**src/pkg/mmr_pkg.sv**
```systemverilog
// Contract
// - peripheral-bus and system-bus peripheral areas are 2 MB windows of 128 slots
// - each peripheral slot spans 16 KB; slot index comes from bits above 16 KB
// - peripheral registers are word aligned; no byte-lane steering is provided
// - eight exception vector words sit at 0x00 through 0x1C, fast interrupt last
// - any reset forces boot-loader mapping, boot block vectors at address zero
// - user-flash mode leaves the low area unmapped, served from flash bottom
// - user-RAM mode serves the low area from the bottom of on-chip SRAM
// - user-external mode needs boot pins not 11 at reset end; serves external bottom
// - the overlay covers 64 bytes, addresses 0x00 through 0x3F
// - re-mapped sources stay reachable at their own natural addresses too
// - the whole boot block decodes at the top of on-chip memory space
// - everything outside the overlay stays at fixed addresses in every mode
// - the reserved vector word at 0x14 maps like any other overlay word
// - the active mapping mode is held in a software-writable control setting
// - data accesses and fetches to unassigned regions get a bus abort
// - any fetch into either peripheral area gets a prefetch abort
package mmr_pkg;

  typedef enum logic [1:0] {
    MMR_MODE_BOOT,
    MMR_MODE_FLASH,
    MMR_MODE_RAM,
    MMR_MODE_EXT
  } mmr_mode_t;

  typedef enum logic [2:0] {
    MMR_TGT_NONE,
    MMR_TGT_FLASH,
    MMR_TGT_SRAM,
    MMR_TGT_BOOT,
    MMR_TGT_EXT,
    MMR_TGT_SYS_PERIPH,
    MMR_TGT_PERIPH_BUS
  } mmr_target_t;

  // vector table and overlay
  localparam logic [31:0] MMR_VEC_RESET      = 32'h0000_0000;
  localparam logic [31:0] MMR_VEC_RESERVED   = 32'h0000_0014;
  localparam logic [31:0] MMR_VEC_IRQ        = 32'h0000_0018;
  localparam logic [31:0] MMR_VEC_FAST_INT   = 32'h0000_001C;
  localparam logic [31:0] MMR_OVERLAY_LAST   = 32'h0000_003F;
  localparam int          MMR_OVERLAY_BITS   = 6;

  // fixed memory regions
  localparam logic [31:0] MMR_FLASH_BASE     = 32'h0000_0000;
  localparam logic [31:0] MMR_SRAM_BASE      = 32'h4000_0000;
  localparam logic [31:0] MMR_BOOT_BASE      = 32'h7FFF_E000;
  localparam logic [31:0] MMR_ONCHIP_LAST    = 32'h7FFF_FFFF;
  localparam logic [31:0] MMR_EXT_BASE       = 32'h8000_0000;
  localparam logic [31:0] MMR_EXT_LAST       = 32'h83FF_FFFF;

  // peripheral areas: 2 MB windows, 16 KB slots
  localparam int          MMR_AREA_LSB       = 21;
  localparam int          MMR_SLOT_LSB       = 14;
  localparam int          MMR_SLOT_BITS      = 7;
  localparam int          MMR_SLOT_COUNT     = 128;
  localparam logic [10:0] MMR_PERIPH_BUS_TAG = 11'h700;
  localparam logic [10:0] MMR_SYS_PERIPH_TAG = 11'h7FF;

  // boot strap
  localparam logic [1:0]  MMR_STRAP_INTERNAL = 2'h3;
  localparam logic [1:0]  MMR_STRAP_DELAY    = 2'h2;

endpackage

```
**src/core/mmr_decoder.sv**
```systemverilog
`timescale 1ns/1ps
`default_nettype none
module mmr_decoder #(
  parameter logic [31:0]  FLASH_BYTES      = 32'h0002_0000,
  parameter logic [31:0]  SRAM_BYTES       = 32'h0000_4000,
  parameter bit           EXT_PRESENT      = 1'b1,
  parameter logic [127:0] PERIPH_BUS_SLOTS = 128'h8000_0000_0000_0000_0000_0000_0000_3F7F,
  parameter logic [127:0] SYS_PERIPH_SLOTS = 128'h8000_0000_0000_0000_0000_0000_0000_0001
) (
  // clock and reset
  input  wire  logic                    ref_clk_i,
  input  wire  logic                    rst_n_i,
  // boot strap pins
  input  wire  logic [1:0]              boot_select_pins_i,
  // mapping control setting
  input  wire  logic                    map_wr_i,
  input  wire  mmr_pkg::mmr_mode_t      map_mode_i,
  // bus request from the core
  input  wire  logic                    req_valid_i,
  input  wire  logic [31:0]             req_addr_i,
  input  wire  logic                    req_fetch_i,
  // decoded response
  output logic                          resp_valid_o,
  output mmr_pkg::mmr_target_t          resp_target_o,
  output logic [31:0]                   resp_addr_o,
  output logic [6:0]                    resp_slot_o,
  output logic                          abort_o,
  output logic                          prefetch_abort_o,
  // status
  output mmr_pkg::mmr_mode_t            map_mode_o,
  output logic                          strap_ext_o
);
  import mmr_pkg::*;

  if (FLASH_BYTES == 32'h0 || FLASH_BYTES > MMR_SRAM_BASE) begin : g_bad_flash
    $error("flash size does not fit the on-chip area");
  end
  if (SRAM_BYTES == 32'h0 || SRAM_BYTES > (MMR_BOOT_BASE - MMR_SRAM_BASE)) begin : g_bad_sram
    $error("sram size does not fit below the boot block");
  end

  // boot pin synchroniser and strap capture
  logic [1:0] pin_meta;
  logic [1:0] pin_sync;
  logic [1:0] strap_cnt;
  logic [1:0] next_strap_cnt;
  logic       strap_ext;
  logic       next_strap_ext;
  mmr_mode_t  mode;
  mmr_mode_t  next_mode;

  always_ff @(posedge ref_clk_i) begin
    pin_meta <= boot_select_pins_i;
    pin_sync <= pin_meta;
  end

  always_comb begin
    next_strap_cnt = strap_cnt;
    next_strap_ext = strap_ext;
    next_mode      = mode;
    // wait for the sync chain to hold post-reset pin levels
    if (strap_cnt != MMR_STRAP_DELAY) begin
      next_strap_cnt = strap_cnt + 2'h1;
    end else if (strap_cnt == MMR_STRAP_DELAY - 2'h1) begin
      next_strap_cnt = strap_cnt;
    end
    if (strap_cnt == MMR_STRAP_DELAY - 2'h1) begin
      next_strap_ext = (pin_sync != MMR_STRAP_INTERNAL);
    end
    if (map_wr_i) begin
      // external mode is refused when the pins strapped for internal boot
      if (map_mode_i != MMR_MODE_EXT || next_strap_ext) begin
        next_mode = map_mode_i;
      end
    end
  end

  always_ff @(posedge ref_clk_i) begin
    if (!rst_n_i) begin
      strap_cnt <= 2'h0;
      strap_ext <= 1'b0;
      mode      <= MMR_MODE_BOOT;
    end else begin
      strap_cnt <= next_strap_cnt;
      strap_ext <= next_strap_ext;
      mode      <= next_mode;
    end
  end

  // address decode, one registered stage
  logic        next_valid;
  mmr_target_t next_target;
  logic [31:0] next_addr;
  logic [6:0]  next_slot;
  logic        next_abort;
  logic        next_pabort;
  logic [31:0] phys;
  logic [31:0] low_off;
  logic [10:0] area_tag;
  logic        is_periph;

  always_comb begin
    low_off = {26'h0, req_addr_i[MMR_OVERLAY_BITS-1:0]};
    phys    = req_addr_i;
    // decode uses the registered mode, so a write lands whole after it completes
    if (req_addr_i <= MMR_OVERLAY_LAST) begin
      unique case (mode)
        MMR_MODE_BOOT:  phys = MMR_BOOT_BASE | low_off;
        MMR_MODE_FLASH: phys = MMR_FLASH_BASE | low_off;
        MMR_MODE_RAM:   phys = MMR_SRAM_BASE | low_off;
        MMR_MODE_EXT:   phys = MMR_EXT_BASE | low_off;
      endcase
    end
    // every other address passes untranslated
    area_tag    = phys[31:MMR_AREA_LSB];
    next_slot   = 7'h0;
    next_target = MMR_TGT_NONE;
    is_periph   = 1'b0;
    // natural addresses decode the same whatever the mode
    if (phys < MMR_FLASH_BASE + FLASH_BYTES) begin
      next_target = MMR_TGT_FLASH;
    end else if (phys >= MMR_SRAM_BASE && phys < MMR_SRAM_BASE + SRAM_BYTES) begin
      next_target = MMR_TGT_SRAM;
    end else if (phys >= MMR_BOOT_BASE && phys <= MMR_ONCHIP_LAST) begin
      next_target = MMR_TGT_BOOT;
    end else if (EXT_PRESENT && phys >= MMR_EXT_BASE && phys <= MMR_EXT_LAST) begin
      next_target = MMR_TGT_EXT;
    end else if (area_tag == MMR_PERIPH_BUS_TAG || area_tag == MMR_SYS_PERIPH_TAG) begin
      is_periph = 1'b1;
      next_slot = phys[MMR_SLOT_LSB+MMR_SLOT_BITS-1:MMR_SLOT_LSB];
      if (area_tag == MMR_PERIPH_BUS_TAG && PERIPH_BUS_SLOTS[next_slot]) begin
        next_target = MMR_TGT_PERIPH_BUS;
      end else if (area_tag == MMR_SYS_PERIPH_TAG && SYS_PERIPH_SLOTS[next_slot]) begin
        next_target = MMR_TGT_SYS_PERIPH;
      end
    end
    // word address only: no lane steering, sub-word peripheral access is the master's duty
    next_addr   = (is_periph) ? {phys[31:2], 2'h0} : phys;
    next_valid  = req_valid_i;
    next_abort  = req_valid_i && (next_target == MMR_TGT_NONE);
    // fetches into peripheral space abort even at a populated slot
    next_pabort = req_valid_i && req_fetch_i && (next_abort || is_periph);
  end

  always_ff @(posedge ref_clk_i) begin
    if (!rst_n_i) begin
      resp_valid_o     <= 1'b0;
      resp_target_o    <= MMR_TGT_NONE;
      resp_addr_o      <= 32'h0000_0000;
      resp_slot_o      <= 7'h00;
      abort_o          <= 1'b0;
      prefetch_abort_o <= 1'b0;
      map_mode_o       <= MMR_MODE_BOOT;
      strap_ext_o      <= 1'b0;
    end else begin
      resp_valid_o     <= next_valid;
      resp_target_o    <= next_target;
      resp_addr_o      <= next_addr;
      resp_slot_o      <= next_slot;
      abort_o          <= next_abort;
      prefetch_abort_o <= next_pabort;
      map_mode_o       <= next_mode;
      strap_ext_o      <= next_strap_ext;
    end
  end

endmodule
`default_nettype wire

```
**config.mk**
```make
export PLATFORM = sky130hd
export DESIGN_NAME = mmr_decoder
export DESIGN_NICKNAME = d
export VERILOG_FILES = /design/src/pkg/mmr_pkg.sv /design/src/core/mmr_decoder.sv
export SDC_FILE = /design/constraint.sdc
export NUM_CORES = 1
export LEC_CHECK = 0
export BUFFER_PORTS_ARGS = -buffer_cell sky130_fd_sc_hd__buf_2
export CORE_ASPECT_RATIO = 1.2
export CORE_MARGIN = 4
export CORE_UTILIZATION = 39
export CTS_BUF_LIST = sky130_fd_sc_hd__clkbuf_16
export DETAILED_ROUTE_END_ITERATION = 8
export PLACE_DENSITY = 0.67
export SYNTH_ARGS = -nofsm -noshare
export SYNTH_HDL_FRONTEND = slang
export SYNTH_SLANG_ARGS = --single-unit
```
**constraint.sdc**
```tcl
create_clock -name ref_clk_i -period 1.46 [get_ports ref_clk_i]
set_input_delay 0.219 -clock ref_clk_i [delete_from_list [all_inputs] [get_ports ref_clk_i]]
set_output_delay 0.219 -clock ref_clk_i [all_outputs]
set_load 0.1 [all_outputs]
```
# Yosys cells after proc, flatten, opt, wreduce, memory -nomap -nowiden
# Memories as Yosys holds them, arrays and structs flattened.
# Cells that the tools add are included.
# totals
romBits,256
out_inout_bits,48
elab_cells,68
input_bits,41
mem_count,2
ff_bits,54
# classes
n_eq_ne,9
mux,17
bitwise_logic,2
magnitude_cmp,9
addsub,1
reduce_logical,16
# memory_table
memory,words,word_bits,read_ports,rd_ports_with_merged_regs,write_ports,line_no,rtl
(name not given),128,1,1,0,0,mmr_decoder.sv:133,end else if (area_tag == MMR_SYS_PERIPH_TAG && SYS_PERIPH_SLOTS[next_slot]) begin
(name not given),128,1,1,0,0,mmr_decoder.sv:131,if (area_tag == MMR_PERIPH_BUS_TAG && PERIPH_BUS_SLOTS[next_slot]) begin
# ops
cell,count
$pmux 32 s4,1
$ge 32x31->1 const B,2
$ge 32x32->1 const B,1
$le 32x31->1 const B,1
$le 32x32->1 const B,1
$le 32x6->1 const B,1
$lt 32x18->1 const B,1
$lt 32x31->1 const B,1
$mux 32,1
$eq 11x11->1 const B,2
$mux 3,7
$logic_and 1x1->1,8
$lt 7x8->1 const B,1
$mux 1,8
$ne 2x2->1 const B,3
$reduce_or 6->1,1
$eq 2x1->1 const B,2
$eq 2x2->1 const B,2
$logic_not 3->1,1
$logic_or 1x1->1,3
$add 2x1->2 const B,1
$logic_not 2->1,1
$not 1->1,2
$reduce_and 2->1,1
$reduce_or 2->1,1

# Logic depth before layout (Yosys ltp)
# logic_depth
word_depth,17
mapped_depth,7
mapped_depth_nobuf,7

# Worst setup path after synthesis
# Ideal clock, no wire load.
# synth_path
path_type,register to register
start,reg map_mode_o[0] (netlist name)
end,reg prefetch_abort_o
period_less_slack_ns,2.273
setup_ns,0.066
slack_ns,-0.813
t_arrival_ns,2.207
required_ns,1.394
n_path_buf,0
path_stages_with_launch,6
path_cell_list,dfxtp_1 -> or2_2 -> nor3_4 -> or3_1 -> or3_4 -> a21oi_2
# synth_lines
element,line_no,rtl
end signal: assignment,mmr_decoder.sv:161,prefetch_abort_o <= next_pabort;
end: declaration,mmr_decoder.sv:28,"output logic prefetch_abort_o,"

==> results_dict.tcl <==
set metrics [dict create \
    relSlewSlack 0.675 \
    switching_share 0.324 \
    grt_pass1_vias 1785 \
    io_buffers 88 \
    routed.top_layer "met4" \
    postLayoutCoreUtil 0.623 \
    synth_cell_types 41 \
    clkTransAtPathRegs_ps 70 \
    synth_fp_nets 235 \
    final_common_cell "buf_2" \
    setup_viol 2 \
    cp_max_fo 3 \
    finalMaxSlewViolations 0 \
    grt_first_pass_wirelength_mm 7.81 \
    worst_slack_ps -28.6 \
    slowest_stage "dfxtp_4" \
    ant_nets 0 \
    layout_common_cells "buf_2 (86), dfxtp_1 (51), buf_4 (24), nor2_1 (22), o21a_1 (15)" \
    rows 27 \
    finalNonFillerCells 368 \
    ios 89 \
    dp_hpwl_mm 3.77 \
    reg2reg_depth 6 \
    crit_path_frequent_cell "a21oi_2" \
    nNetsFinal 352 \
    path_class "flip-flop to flip-flop" \
    worstPathRequired_ps 1680 \
    start_kind "flip-flop" \
    synth_cells 192 \
    pwr-share-seq 0.411 \
    outcome "finished, violations left" \
    syn_area_um2 1940 \
    placed_cells 359 \
    drtPass1Iterations 4 \
    root_buffer "clkbuf_16" \
    wl_met3_um 338 \
    die_h_um 85.3 \
    end_kind "flip-flop" \
    drive_above_1_share 0.458 \
    drt-total-wl_mm 4.77 \
    max_cap_violations 0 \
    initial_core_util 0.414 \
    power_frac_comb 0.254 \
    yosys.area.top_type "dfxtp_1" \
    netlist.area_leader.share 0.556 \
    clockBufferDepth 2 \
    die_width_um 72.4 \
    hold_path_class "input pin to flip-flop" \
    cts_tree "built" \
    fmax_ghz 0.672 \
    syn_area_per_cell_um2 10.1 \
    cts_hold_buffers 0 \
    fin_setup_tns_ps -28.8 \
    drtIter0Drc 73 \
    power_density_nw_per_um2 1340 \
    arrival_ps 1710 \
    power.switching_mw 1.27 \
    n_antenna_cell 0 \
    grt_start_max_net_pins 20 \
    cts_buffers 5 \
    gp_congestion 0.799 \
    final.min_clock_period_ps 1490 \
    violations "negative setup slack" \
    crit_end "prefetch_abort_o$_SDFF_PN0_" \
    vias_per_cell 4.78 \
    pwr-share-clk 0.335 \
    ys_ff_latch 54 \
    dp_slack_ps -341 \
    area_growth_pct 50.5 \
    fin_crit_sh 1.02 \
    met1_length_mm 2.04 \
    r2r_start "map_mode_o[1]$_SDFFE_PN0P_" \
    wl_per_cell_um 13.0 \
    peakVddDrop_mv 0.692 \
    max_stage_delay_ps 340 \
    rsz0062_at_grt "true" \
    route.detailed.drc 0 \
    crit_chain "or2_4 -> and3b_1 -> o21ai_4 -> a21oi_2 -> or3_4 -> a21oi_2" \
    wl_met2_mm 2.32 \
    intPower_mw 2.66 \
    clk_latency_ps 280 \
    synthTopCellsByArea "dfxtp_1 (56%), o21a_1 (5.8%), and2_1 (4.5%)" \
    finClkSkew_ps 1.54 \
    crit_start "map_mode_o[1]$_SDFFE_PN0P_" \
    tightest_slew_ps 492 \
    yosys_warnings 0 \
    r2r-end "prefetch_abort_o$_SDFF_PN0_" \
    dieArea_um2 6180 \
    reg2reg_slack_ps -30 \
    seq_area_frac_synth 0.556 \
    leakage_nw 1.40 \
    vias 1758 \
    overflow 0 \
    antenna_found_initial 0 \
    clock-sinks 54 \
    finalHoldViolCount 0 \
    core_area_um2 4700 \
    grt_use_total 0.158 \
    htreeDepth 2 \
]
==> sequential cells by signal, indices dropped and copies added, names as in the netlist <==
register	flops
map_mode_o	2
resp_valid_o	1
prefetch_abort_o	1
strap_ext_o	1
resp_slot_o	7
resp_target_o	3
resp_addr_o	32
abort_o	1
pin_meta	2
pin_sync	2
strap_cnt	2
==> power by group through the flow <==
stage	Clock [mW]	Sequential (mW)	Combinational, mW
after floorplan	0	2.15	0.205
after global routing	1.42	1.63	1.06
final	1.32	1.61	1.00
after global placement	0	1.65	0.986
after CTS	1.36	1.61	1.00
after detailed placement	0	1.65	0.995
==> repair_timing <==
action                                  4_1_cts  5_1_grt
buffers inserted                              1        0
pin swaps                                     4        1
gates resized for setup                       0       11
endpoints found under the setup margin        9       15
cloned                                        0        0
==> area by class of cell <==
cell class,instances,area (µm²)
repair buffers,115,681
flip-flops and latches,54,1090
clock buffers,5,125
fillers,420,1770
well taps,58,72.6
clock inverters,3,43.8
inverters,5,18.8
multi-input cells,128,895
==> how the worst min path moves through the flow <==
stage	slack [ps]	start	cells after the start	to
5_1_grt	30	boot_select_pins_i[1]	1	pin_meta[1]$_DFF_P_
3_3_place_gp	310	pin_meta[1]$_DFF_P_	0	pin_sync[1]$_DFF_P_
2_1_floorplan	250	boot_select_pins_i[0]	0	pin_meta[0]$_DFF_P_
3_5_place_dp	310	pin_meta[1]$_DFF_P_	0	pin_sync[1]$_DFF_P_
4_1_cts	20	boot_select_pins_i[0]	1	pin_meta[0]$_DFF_P_
6_report	30	boot_select_pins_i[0]	1	pin_meta[0]$_DFF_P_
==> routing by layer <==
metal / track usage / up-vias
met4: 0.0554 / 0
met5: 0 / -
met1: 0.185 / 795
met2: 0.279 / 56
li1: - / 903
met3: 0.0344 / 4
==> worst max-delay path, delay by kind of cell (launching register included) <==
| family | cells | cell delay, ps |
|---|---|---|
| AOI/OAI and AO/OA | 3 | 310 |
| DFF | 1 | 340 |
| and+or+nand+nor | 3 | 770 |
==> synth_stat cells <==
master,number
or3_1,1
nand3_1,5
o211ai_1,1
a21oi_2,1
o31a_1,1
nor4_2,4
and2_0,1
a41oi_1,1
nor4_4,1
or2_2,1
nor3_1,5
clkbuf_1,4
o21a_1,15
o21ai_2,1
and3b_1,1
and3_1,6
inv_1,5
nand4_2,1
o221a_2,1
o211a_1,1
xnor2_1,1
nor2_1,22
nor3_4,1
a21oi_1,4
nand4_1,5
or3_4,1
nor3b_1,1
o21ai_1,1
nand2_1,9
o21ai_0,6
and4b_1,1
nor2b_1,7
nand3b_1,1
dfxtp_1,54
nand2b_1,1
nor4_1,1
and2_1,14
and4_1,1
o22ai_1,1
buf_2,1
ha_1,2
==> cells by family (layout without fill, tap and decap cells) <==
group	Yosys count	in the layout	synth area share
simple gates	91	91	0.284
flops	54	54	0.556
compound gates	34	34	0.122
buf+inv	10	128	0.0200
fa+ha+maj	2	2	0.0129
xor+xnor	1	1	0.00451
==> metrics by stage <==
stage          power, mW  area (µm²)  hold slack (ps)
3_3_place_gp        2.63        2700              311
4_1_cts             3.98        2870             24.7
6_report            3.93        2930             31.1
5_1_grt             4.11        2930             32.6
3_5_place_dp        2.64        2700              314
2_1_floorplan       2.36        1980              247
Note: power is estimated with default switching activity, not from simulation.
